File: config.mk
export PLATFORM = sky130hd
export DESIGN_NAME = mmr_readback
export DESIGN_NICKNAME = d
export VERILOG_FILES = /design/src/verilog/mmr_pkg.sv /design/src/verilog/mmr_meas_if.sv /design/src/verilog/mmr_capture.sv /design/src/verilog/mmr_readback.sv
export SDC_FILE = /design/constraint.sdc
export NUM_CORES = 1
export LEC_CHECK = 0
export ABC_AREA = 1
export BUFFER_PORTS_ARGS = -buffer_cell sky130_fd_sc_hd__buf_2
export CORE_MARGIN = 2
export CORE_UTILIZATION = 52
export DETAILED_ROUTE_END_ITERATION = 10
export PLACE_DENSITY_LB_ADDON = 0.15
export SETUP_SLACK_MARGIN = 0.05
export SYNTH_ARGS = -nofsm -noshare
export SYNTH_HDL_FRONTEND = slang
export SYNTH_SLANG_ARGS = --single-unit
File: constraint.sdc
create_clock -name REF_CLK -period 2.1 [get_ports REF_CLK]
set_clock_uncertainty 0.15 [all_clocks]
set_input_delay 0.105 -clock REF_CLK [delete_from_list [all_inputs] [get_ports REF_CLK]]
set_output_delay 0.105 -clock REF_CLK [all_outputs]
set_load 0.005 [all_outputs]
File: src/verilog/mmr_pkg.sv
`default_nettype none
// Shared constants for the motor measurement readback bank.
package mmr_pkg;
  // Bus data and address widths.
  localparam int unsigned DATA_W = 32;
  localparam int unsigned ADDR_W = 16;
  // Printed register indices; the byte address is four times the index.
  localparam logic [11:0] IDX_CUR_B = 12'h442;
  localparam logic [11:0] IDX_CUR_C = 12'h444;
  localparam logic [11:0] IDX_GAIN = 12'h468;
  localparam logic [11:0] IDX_RANGE = 12'h472;
  localparam logic [11:0] IDX_SUPPLY = 12'h474;
  localparam logic [11:0] IDX_VA = 12'h47a;
  localparam logic [11:0] IDX_VB = 12'h47c;
  // Control and status word of this block.
  localparam logic [11:0] IDX_CTRL = 12'h480;
  // Byte addresses derived from the indices.
  localparam logic [15:0] ADDR_CUR_B = {2'h0, IDX_CUR_B, 2'h0};
  localparam logic [15:0] ADDR_CUR_C = {2'h0, IDX_CUR_C, 2'h0};
  localparam logic [15:0] ADDR_GAIN = {2'h0, IDX_GAIN, 2'h0};
  localparam logic [15:0] ADDR_RANGE = {2'h0, IDX_RANGE, 2'h0};
  localparam logic [15:0] ADDR_SUPPLY = {2'h0, IDX_SUPPLY, 2'h0};
  localparam logic [15:0] ADDR_VA = {2'h0, IDX_VA, 2'h0};
  localparam logic [15:0] ADDR_VB = {2'h0, IDX_VB, 2'h0};
  localparam logic [15:0] ADDR_CTRL = {2'h0, IDX_CTRL, 2'h0};
  // Reset values of every readback word.
  localparam logic [31:0] RST_WORD = 32'h0;
  localparam logic [15:0] RST_HALF = 16'h0;
  // Fixed-point scaling: value over two to this power is the fraction of full scale.
  localparam int unsigned FRAC_BITS = 27;
  // Full-scale volts for the supply and phase voltage words.
  localparam int unsigned VOLT_FULL_SCALE = 60;
  // Current-sense gain codes, as multiples of the peak sense gain.
  localparam logic [1:0] GAIN_X8 = 2'h0;
  localparam logic [1:0] GAIN_X4 = 2'h1;
  localparam logic [1:0] GAIN_X2 = 2'h2;
  localparam logic [1:0] GAIN_X1 = 2'h3;
  // Voltage range codes.
  localparam logic [1:0] RANGE_60V = 2'h0;
  localparam logic [1:0] RANGE_30V = 2'h1;
  localparam logic [1:0] RANGE_15V = 2'h2;
  // Control word fields.
  localparam int unsigned CTRL_FREEZE_BIT = 0;
  localparam int unsigned CTRL_SPEED_DETECT_BIT = 1;
  localparam logic CTRL_FREEZE_RST = 1'b0;
  // Bus responses.
  localparam logic [1:0] RESP_OKAY = 2'h0;
  localparam logic [1:0] RESP_SLVERR = 2'h2;
endpackage : mmr_pkg
`default_nettype wire

File: src/verilog/mmr_meas_if.sv
`timescale 1ns/100ps
`default_nettype none
// Carries the captured readback words from the capture stage to the bus side.
interface mmr_meas_if;
  // Captured measurement words.
  logic [31:0] cur_b;
  logic [31:0] cur_c;
  logic [15:0] sense_gain;
  logic [15:0] volt_range;
  logic [31:0] supply;
  logic [31:0] va;
  logic [31:0] vb;
  // Software hold request that stops all updates.
  logic frozen;
  // The capture stage owns the words.
  modport capture (
    output cur_b, cur_c, sense_gain, volt_range, supply, va, vb,
    input frozen
  );
  // The bus side reads the words and owns the hold request.
  modport bus (
    input cur_b, cur_c, sense_gain, volt_range, supply, va, vb,
    output frozen
  );
endinterface : mmr_meas_if
`default_nettype wire

File: src/verilog/mmr_capture.sv
`timescale 1ns/100ps
`default_nettype none
// Holds the readback words and loads them from the measurement logic only.
module mmr_capture (
  // Clock and reset.
  input wire logic clk,
  input wire logic rst_n,
  // Phase currents with their update strobe.
  input wire logic [31:0] cur_b_in,
  input wire logic [31:0] cur_c_in,
  input wire logic cur_valid,
  // Active gain and range codes, as levels.
  input wire logic [1:0] gain_in,
  input wire logic [1:0] range_in,
  // Supply voltage with its update strobe.
  input wire logic [31:0] supply_in,
  input wire logic supply_valid,
  // Phase voltages, taken only in the speed-detection phase.
  input wire logic [31:0] va_in,
  input wire logic [31:0] vb_in,
  input wire logic volt_valid,
  input wire logic speed_detect,
  // Words towards the bus side.
  mmr_meas_if.capture meas
);
  // All state of the capture stage.
  typedef struct packed {
    logic [31:0] cur_b;
    logic [31:0] cur_c;
    logic [15:0] gain;
    logic [15:0] range;
    logic [31:0] supply;
    logic [31:0] va;
    logic [31:0] vb;
  } mmr_cap_state_t;

  localparam mmr_cap_state_t CAP_RST = '{
    mmr_pkg::RST_WORD, mmr_pkg::RST_WORD, mmr_pkg::RST_HALF, mmr_pkg::RST_HALF,
    mmr_pkg::RST_WORD, mmr_pkg::RST_WORD, mmr_pkg::RST_WORD};

  mmr_cap_state_t st_reg;
  mmr_cap_state_t st_next;

  // Next-state logic; a hold keeps a coherent set for software to read.
  always_comb begin
    st_next = st_reg;
    if (!meas.frozen) begin
      if (cur_valid) begin
        st_next.cur_b = cur_b_in;
      end
      if (cur_valid) begin
        st_next.cur_c = cur_c_in;
      end
      st_next.gain = {14'h0, gain_in};
      if (range_in != 2'h3) begin
        st_next.range = {14'h0, range_in};
      end
      if (supply_valid) begin
        st_next.supply = supply_in;
      end
      if (volt_valid && speed_detect) begin
        st_next.va = va_in;
      end
      if (volt_valid && speed_detect) begin
        st_next.vb = vb_in;
      end
    end
  end

  // State register.
  always_ff @(posedge clk) begin
    if (!rst_n) begin
      st_reg <= CAP_RST;
    end else begin
      st_reg <= st_next;
    end
  end

  assign meas.cur_b = st_reg.cur_b;
  assign meas.cur_c = st_reg.cur_c;
  assign meas.sense_gain = st_reg.gain;
  assign meas.volt_range = st_reg.range;
  assign meas.supply = st_reg.supply;
  assign meas.va = st_reg.va;
  assign meas.vb = st_reg.vb;
endmodule : mmr_capture
`default_nettype wire

File: src/verilog/mmr_readback.sv
`timescale 1ns/100ps
`default_nettype none
// How it works
// - Phase B current word, 27 fraction bits.
// - Phase C current word, same scaling.
// - Sense gain code zero to three.
// - Voltage range code: 60, 30, 15 V.
// - Supply voltage word against 60 V.
// - Phase A voltage caught in speed detection.
// - Phase B voltage caught in speed detection.
module mmr_readback (
  // Clock and reset.
  input wire logic REF_CLK,
  input wire logic RESET_N,
  // AXI4-Lite write address channel.
  input wire logic [15:0] S_AXI_AWADDR,
  input wire logic S_AXI_AWVALID,
  output logic S_AXI_AWREADY,
  // AXI4-Lite write data channel.
  input wire logic [31:0] S_AXI_WDATA,
  input wire logic [3:0] S_AXI_WSTRB,
  input wire logic S_AXI_WVALID,
  output logic S_AXI_WREADY,
  // AXI4-Lite write response channel.
  output logic [1:0] S_AXI_BRESP,
  output logic S_AXI_BVALID,
  input wire logic S_AXI_BREADY,
  // AXI4-Lite read address channel.
  input wire logic [15:0] S_AXI_ARADDR,
  input wire logic S_AXI_ARVALID,
  output logic S_AXI_ARREADY,
  // AXI4-Lite read data channel.
  output logic [31:0] S_AXI_RDATA,
  output logic [1:0] S_AXI_RRESP,
  output logic S_AXI_RVALID,
  input wire logic S_AXI_RREADY,
  // Measured phase currents and their strobe.
  input wire logic [31:0] MEAS_CURRENT_B,
  input wire logic [31:0] MEAS_CURRENT_C,
  input wire logic MEAS_CURRENT_VALID,
  // Active gain and range codes.
  input wire logic [1:0] MEAS_SENSE_GAIN,
  input wire logic [1:0] MEAS_VOLT_RANGE,
  // Supply voltage and its strobe.
  input wire logic [31:0] MEAS_SUPPLY_VOLTAGE,
  input wire logic MEAS_SUPPLY_VALID,
  // Phase voltages, their strobe and the speed-detection phase flag.
  input wire logic [31:0] MEAS_PHASE_A_VOLTAGE,
  input wire logic [31:0] MEAS_PHASE_B_VOLTAGE,
  input wire logic MEAS_PHASE_VOLT_VALID,
  input wire logic SPEED_DETECT_ACTIVE,
  // Software hold indication.
  output logic READBACK_FROZEN
);
  // Register targets known to the decoder.
  typedef enum logic [3:0] {
    SEL_NONE, SEL_CUR_B, SEL_CUR_C, SEL_GAIN, SEL_RANGE,
    SEL_SUPPLY, SEL_VA, SEL_VB, SEL_CTRL
  } mmr_sel_t;

  // Write channel phases.
  typedef enum logic {WR_COLLECT, WR_RESP} mmr_wr_t;

  // Read channel phases.
  typedef enum logic {RD_ADDR, RD_DATA} mmr_rd_t;

  // All state of the bus side.
  typedef struct packed {
    mmr_wr_t wr;
    mmr_rd_t rd;
    logic awready;
    logic wready;
    logic aw_have;
    logic w_have;
    logic [15:0] awaddr;
    logic [31:0] wdata;
    logic [3:0] wstrb;
    logic bvalid;
    logic [1:0] bresp;
    logic arready;
    logic rvalid;
    logic [31:0] rdata;
    logic [1:0] rresp;
    logic freeze;
  } mmr_bus_state_t;

  // Ready signals start low and rise one cycle after reset.
  localparam mmr_bus_state_t BUS_RST = '{
    WR_COLLECT, RD_ADDR, 1'b0, 1'b0, 1'b0, 1'b0, 16'h0, 32'h0, 4'h0,
    1'b0, mmr_pkg::RESP_OKAY, 1'b0, 1'b0, mmr_pkg::RST_WORD,
    mmr_pkg::RESP_OKAY, mmr_pkg::CTRL_FREEZE_RST};

  mmr_bus_state_t st_reg;
  mmr_bus_state_t st_next;

  // Captured words shared with the capture stage.
  mmr_meas_if meas_if ();

  // Maps a byte address to a register; used by both channels.
  function automatic mmr_sel_t decode(input logic [15:0] addr);
    mmr_sel_t sel;
    sel = SEL_NONE;
    case (addr)
      mmr_pkg::ADDR_CUR_B: sel = SEL_CUR_B;
      mmr_pkg::ADDR_CUR_C: sel = SEL_CUR_C;
      mmr_pkg::ADDR_GAIN: sel = SEL_GAIN;
      mmr_pkg::ADDR_RANGE: sel = SEL_RANGE;
      mmr_pkg::ADDR_SUPPLY: sel = SEL_SUPPLY;
      mmr_pkg::ADDR_VA: sel = SEL_VA;
      mmr_pkg::ADDR_VB: sel = SEL_VB;
      mmr_pkg::ADDR_CTRL: sel = SEL_CTRL;
      default: sel = SEL_NONE;
    endcase
    return sel;
  endfunction : decode

  // Capture stage holding the readback words.
  mmr_capture u_capture (
    .clk(REF_CLK),
    .rst_n(RESET_N),
    .cur_b_in(MEAS_CURRENT_B),
    .cur_c_in(MEAS_CURRENT_C),
    .cur_valid(MEAS_CURRENT_VALID),
    .gain_in(MEAS_SENSE_GAIN),
    .range_in(MEAS_VOLT_RANGE),
    .supply_in(MEAS_SUPPLY_VOLTAGE),
    .supply_valid(MEAS_SUPPLY_VALID),
    .va_in(MEAS_PHASE_A_VOLTAGE),
    .vb_in(MEAS_PHASE_B_VOLTAGE),
    .volt_valid(MEAS_PHASE_VOLT_VALID),
    .speed_detect(SPEED_DETECT_ACTIVE),
    .meas(meas_if.capture)
  );

  // The hold bit comes straight from the control word.
  assign meas_if.frozen = st_reg.freeze;

  // Next-state logic for both channels.
  always_comb begin
    mmr_sel_t wsel;
    mmr_sel_t rsel;
    wsel = SEL_NONE;
    rsel = SEL_NONE;
    st_next = st_reg;
    // Write side: address and data are taken in either order.
    case (st_reg.wr)
      WR_COLLECT: begin
        if (S_AXI_AWVALID && st_reg.awready) begin
          st_next.aw_have = 1'b1;
          st_next.awaddr = S_AXI_AWADDR;
        end
        if (S_AXI_WVALID && st_reg.wready) begin
          st_next.w_have = 1'b1;
          st_next.wdata = S_AXI_WDATA;
          st_next.wstrb = S_AXI_WSTRB;
        end
        if (st_next.aw_have && st_next.w_have) begin
          wsel = decode(st_next.awaddr);
          if (wsel == SEL_CTRL && st_next.wstrb[0]) begin
            st_next.freeze = st_next.wdata[mmr_pkg::CTRL_FREEZE_BIT];
          end
          // Only an unmapped address is refused; readback writes answer OKAY.
          if (wsel == SEL_NONE) begin
            st_next.bresp = mmr_pkg::RESP_SLVERR;
          end else begin
            st_next.bresp = mmr_pkg::RESP_OKAY;
          end
          st_next.bvalid = 1'b1;
          st_next.aw_have = 1'b0;
          st_next.w_have = 1'b0;
          st_next.awready = 1'b0;
          st_next.wready = 1'b0;
          st_next.wr = WR_RESP;
        end else begin
          // Each channel stays ready until its own item is held.
          st_next.awready = !st_next.aw_have;
          st_next.wready = !st_next.w_have;
        end
      end
      WR_RESP: begin
        if (S_AXI_BREADY) begin
          st_next.bvalid = 1'b0;
          st_next.awready = 1'b1;
          st_next.wready = 1'b1;
          st_next.wr = WR_COLLECT;
        end
      end
      default: begin
        st_next.wr = WR_COLLECT;
      end
    endcase
    // Read side: one read at a time, data a cycle after the address.
    case (st_reg.rd)
      RD_ADDR: begin
        st_next.arready = 1'b1;
        if (S_AXI_ARVALID && st_reg.arready) begin
          rsel = decode(S_AXI_ARADDR);
          st_next.rresp = mmr_pkg::RESP_OKAY;
          case (rsel)
            SEL_CUR_B: st_next.rdata = meas_if.cur_b;
            SEL_CUR_C: st_next.rdata = meas_if.cur_c;
            SEL_GAIN: st_next.rdata = {16'h0, meas_if.sense_gain};
            SEL_RANGE: st_next.rdata = {16'h0, meas_if.volt_range};
            SEL_SUPPLY: st_next.rdata = meas_if.supply;
            SEL_VA: st_next.rdata = meas_if.va;
            SEL_VB: st_next.rdata = meas_if.vb;
            SEL_CTRL: st_next.rdata = {30'h0, SPEED_DETECT_ACTIVE, st_reg.freeze};
            default: begin
              st_next.rdata = 32'h0;
              st_next.rresp = mmr_pkg::RESP_SLVERR;
            end
          endcase
          st_next.rvalid = 1'b1;
          st_next.arready = 1'b0;
          st_next.rd = RD_DATA;
        end
      end
      RD_DATA: begin
        if (S_AXI_RREADY) begin
          st_next.rvalid = 1'b0;
          st_next.arready = 1'b1;
          st_next.rd = RD_ADDR;
        end
      end
      default: begin
        st_next.rd = RD_ADDR;
      end
    endcase
  end

  // State register.
  always_ff @(posedge REF_CLK) begin
    if (!RESET_N) begin
      st_reg <= BUS_RST;
    end else begin
      st_reg <= st_next;
    end
  end

  // Outputs come straight from the state register.
  assign S_AXI_AWREADY = st_reg.awready;
  assign S_AXI_WREADY = st_reg.wready;
  assign S_AXI_BRESP = st_reg.bresp;
  assign S_AXI_BVALID = st_reg.bvalid;
  assign S_AXI_ARREADY = st_reg.arready;
  assign S_AXI_RDATA = st_reg.rdata;
  assign S_AXI_RRESP = st_reg.rresp;
  assign S_AXI_RVALID = st_reg.rvalid;
  assign READBACK_FROZEN = st_reg.freeze;
endmodule : mmr_readback
`default_nettype wire

==> results by group <==
Outcome
  – Outcome: finished, violations left
  – Failing checks: hold timing

Clock network
  – Setup Fix Bufs, Post-CTS: 0
  – Worst skew pair latency: 0.50 ns
  – Root buffer cell: clkbuf_16
  – CTS Sinks: 226
  – CTS Buf Count: 23
  – Maximum level of the CTS H-tree: 1
  – Clk buf depth: 3
  – Reg clk slew, reported paths: 0.06 ns
  – CTS tree: built

Route
  – Drt via density: about 5.3
  – First-pass iteration count of the detailed router: 5
  – Antenna-violating nets left: 0
  – DRC violations left: 0
  – Iter 0 DRT Violations: 844
  – Drt total wl: about 31,000 um
  – Wire per inst: 16.1 um
  – Via count: between 10k and 15k

Timing
  – TNS Setup: 0 ns
  – Pins Over Slew Limit: 0
  – Worst rel slew slack: 64.0%
  – Shortest period the worst path allows: 1.89 ns
  – Post-route setup slack: approximately 0.21 ns
  – Final hold slack: -0.000761 ns
  – Measured slew at the worst slew-check pin: 0.540 ns
  – Final setup viols: 0
  – Unrepaired setup endpoints after global routing: no
  – Tcrit/Tclk final: 90.0%
  – Max Fclk: 529 MHz
  – Final Hold Viols: 1

Critical path
  – Max incr delay on CP: 0.57 ns
  – Worst setup SP type: register
  – Type of the worst setup path: reg -> reg
  – CP Max Fanout: 49
  – Slowest CP cell: dlygate4sd3_1
  – Critical path cell sequence: inv_2 -> nand2_8 -> o21ai_0 -> dlygate4sd3_1 -> a21oi_1
  – CP Capture Type: register
  – WP buf/inv: 2
  – Required @ worst endpoint: 2.37 ns
  – R2r worst-path depth: 5
  – Crit path DAT: between 2 and 2.5 ns
  – Top Family by Delay on Critical Path: buffers and inverters
  – Stages on the worst setup path: 5

Synthesis
  – Synth Warn #: 0
  – Flops & latches, synth: 226
  – Mapped Cells: 1,330
  – Sequential area share after synthesis: 46.7%
  – Average size of a mapped cell: 7.29 um^2
  – Synthesized cell area: 0.00969 mm^2
  – Netlist cell types: 31

Layout
  – Utilization of the core after routing: about three quarters
  – Share of cells above drive strength 1: 19.5%
  – Antenna cells: 0
  – Area Growth Syn to Fin: 40.3%
  – Multi-input logic area: 0.00390 mm^2
  – Fillers: between 1k and 1.5k
  – Storage cell area: 0.00453 mm^2
  – Final nets: 1,951

Floorplanning
  – Die footprint: 0.0198 mm^2
  – Site Rows: 49
  – DIE HEIGHT: 141 um
  – CORE AREA: about 0.018 mm^2
  – DIE WIDTH: 141 um
  – # IOs: 285
  – Initial Util: 53.4%

Pwr
  – Total power: 0.0100 W
  – Logic pwr share: about 14%
  – Worst vdd ir: 0.617 mV
  – Sw frac: 24.6%
  – Static Leak: 6.11 nW
  – Reg power frac: 46.5%
  – Clock network power share: roughly two fifths
  – PD cells: roughly 740 mW/mm^2
  – Int Pwr: 0.00754 W
  – NetSw: roughly 0.0025 W

Global route
  – GRT overflow: 0
  – GRT Util Overall: 30.5%
  – First-pass GRT wire length: 48,700 um
  – Pin count of the biggest net entering global routing: between 80 and 90
  – Vias in the first global route: slightly below 10k
  – Initial antenna violation count: 0

Hold path
  – Worst hold path cell count: 3
  – Hold WC Path Type: in -> reg

Placement
  – Dpl ws: roughly 0.17 ns
  – GPL Wtd Cong: 0.919
  – PortBufs: 248
  – Post-DP HPWL: approximately 19,000 um

Run
  – Max-Cap Viols: 0
final timing paths:
kind / slack, ns / from / endpoint
worst max-delay path: 0.21 / READBACK_FROZEN$_SDFFE_PN0P_ / u_capture.meas.cur_c[27]$_SDFFE_PN0P_
worst min-delay path: -0.0008 / MEAS_CURRENT_VALID / u_capture.meas.cur_b[0]$_SDFFE_PN0P_
worst max register to register: 0.21 / READBACK_FROZEN$_SDFFE_PN0P_ / u_capture.meas.cur_c[27]$_SDFFE_PN0P_
worst min register to register: 0.30 / u_capture.meas.supply[12]$_SDFFE_PN0P_ / u_capture.meas.supply[12]$_SDFFE_PN0P_
tightest hold or removal path, cell delays in order:
cell and delay, ns:
buf_2 0.13, nand2_8 0.24, a21oi_1 0.11
logic make-up after synthesis:
group                  count (synthesis)  synth area share (%)
other                                  1                0.0387
AND/OR/NAND/NOR                      360                  15.0
buffers and inverters                296                  13.5
AO/OA/AOI/OAI                        447                  24.8
flip-flops                           226                  46.7
cell type report:
cell class | count | share of cell area (%)
Multi-Input combinational cell | 809 | 28.7
Timing Repair Buffer | 470 | 25.7
Sequential cell | 226 | 33.3
Tap cell | 229 | 2.11
Clock buffer | 33 | 4.95
Clock inverter | 5 | 0.386
Inverter | 178 | 4.91
placed cells by master (no fill, tap or decap), types with 17 or more instances in the layout:
master | Yosys | routed
dlygate4sd3_1 | 0 | 192
clkbuf_16 | 0 | 23
o21ai_0 | 199 | 199
nand2_1 | 156 | 155
o22ai_1 | 34 | 34
o21ai_1 | 18 | 17
nand3_1 | 30 | 29
o221ai_1 | 20 | 20
buf_2 | 13 | 247
nor2_1 | 151 | 151
a21oi_1 | 160 | 160
dfxtp_1 | 226 | 225
inv_1 | 171 | 171
buf_4 | 37 | 23
cell usage after synthesis (all sizes together):
cell / n / area [um^2]
o221ai: 20 / 175
nor3b: 1 / 7.51
o211ai: 6 / 45.0
clkinv: 5 / 18.8
inv: 173 / 649
o22ai: 34 / 213
clkbuf: 62 / 233
a211oi: 2 / 15.0
buf: 55 / 392
o21ai: 223 / 1140
nor3: 7 / 50.1
nor2: 154 / 586
nand3: 31 / 160
dlymetal6s2s: 1 / 12.5
o21a: 1 / 7.51
nand4: 8 / 50.1
a21oi: 161 / 810
dfxtp: 226 / 4520
nand2: 159 / 604
conb: 1 / 3.75
metal layers:
| layer | vias up | track usage, % | share of wire [%] |
|---|---|---|---|
| li1 | 5089 | - | - |
| met1 | 4700 | 41.9 | 43 |
| met2 | 455 | 49.9 | 46 |
| met3 | 74 | 4.75 | 8.0 |
| met4 | 0 | 8.89 | 2.9 |
| met5 | - | 0 | 0 |
power by group through the flow:
stage                     registers (W)  logic (W)  clock network [W]
after floorplan                 0.00472   0.000656                  0
after global placement          0.00473    0.00102                  0
after detailed placement        0.00474    0.00104                  0
after CTS                       0.00465    0.00132            0.00402
after global routing            0.00467    0.00153            0.00418
final                           0.00465    0.00138            0.00397
per-stage QoR:
step           area [um^2]  instances  hold WS, ns
2_1_floorplan         9700       1331       0.0942
3_3_place_gp         10900       1720        0.209
3_5_place_dp         10900       1720        0.213
4_1_cts              13600       1950       0.0168
5_1_grt              13600       1950       0.0336
6_report             13600       1950    -0.000761
repair_timing:
item / CTS / global route
setup endpoints to repair: 0 / 2
hold buffers: 192 / 0
resized for setup: 0 / 4
endpoints found under the hold margin: 191 / 0
(Power assumes the default switching activity.)
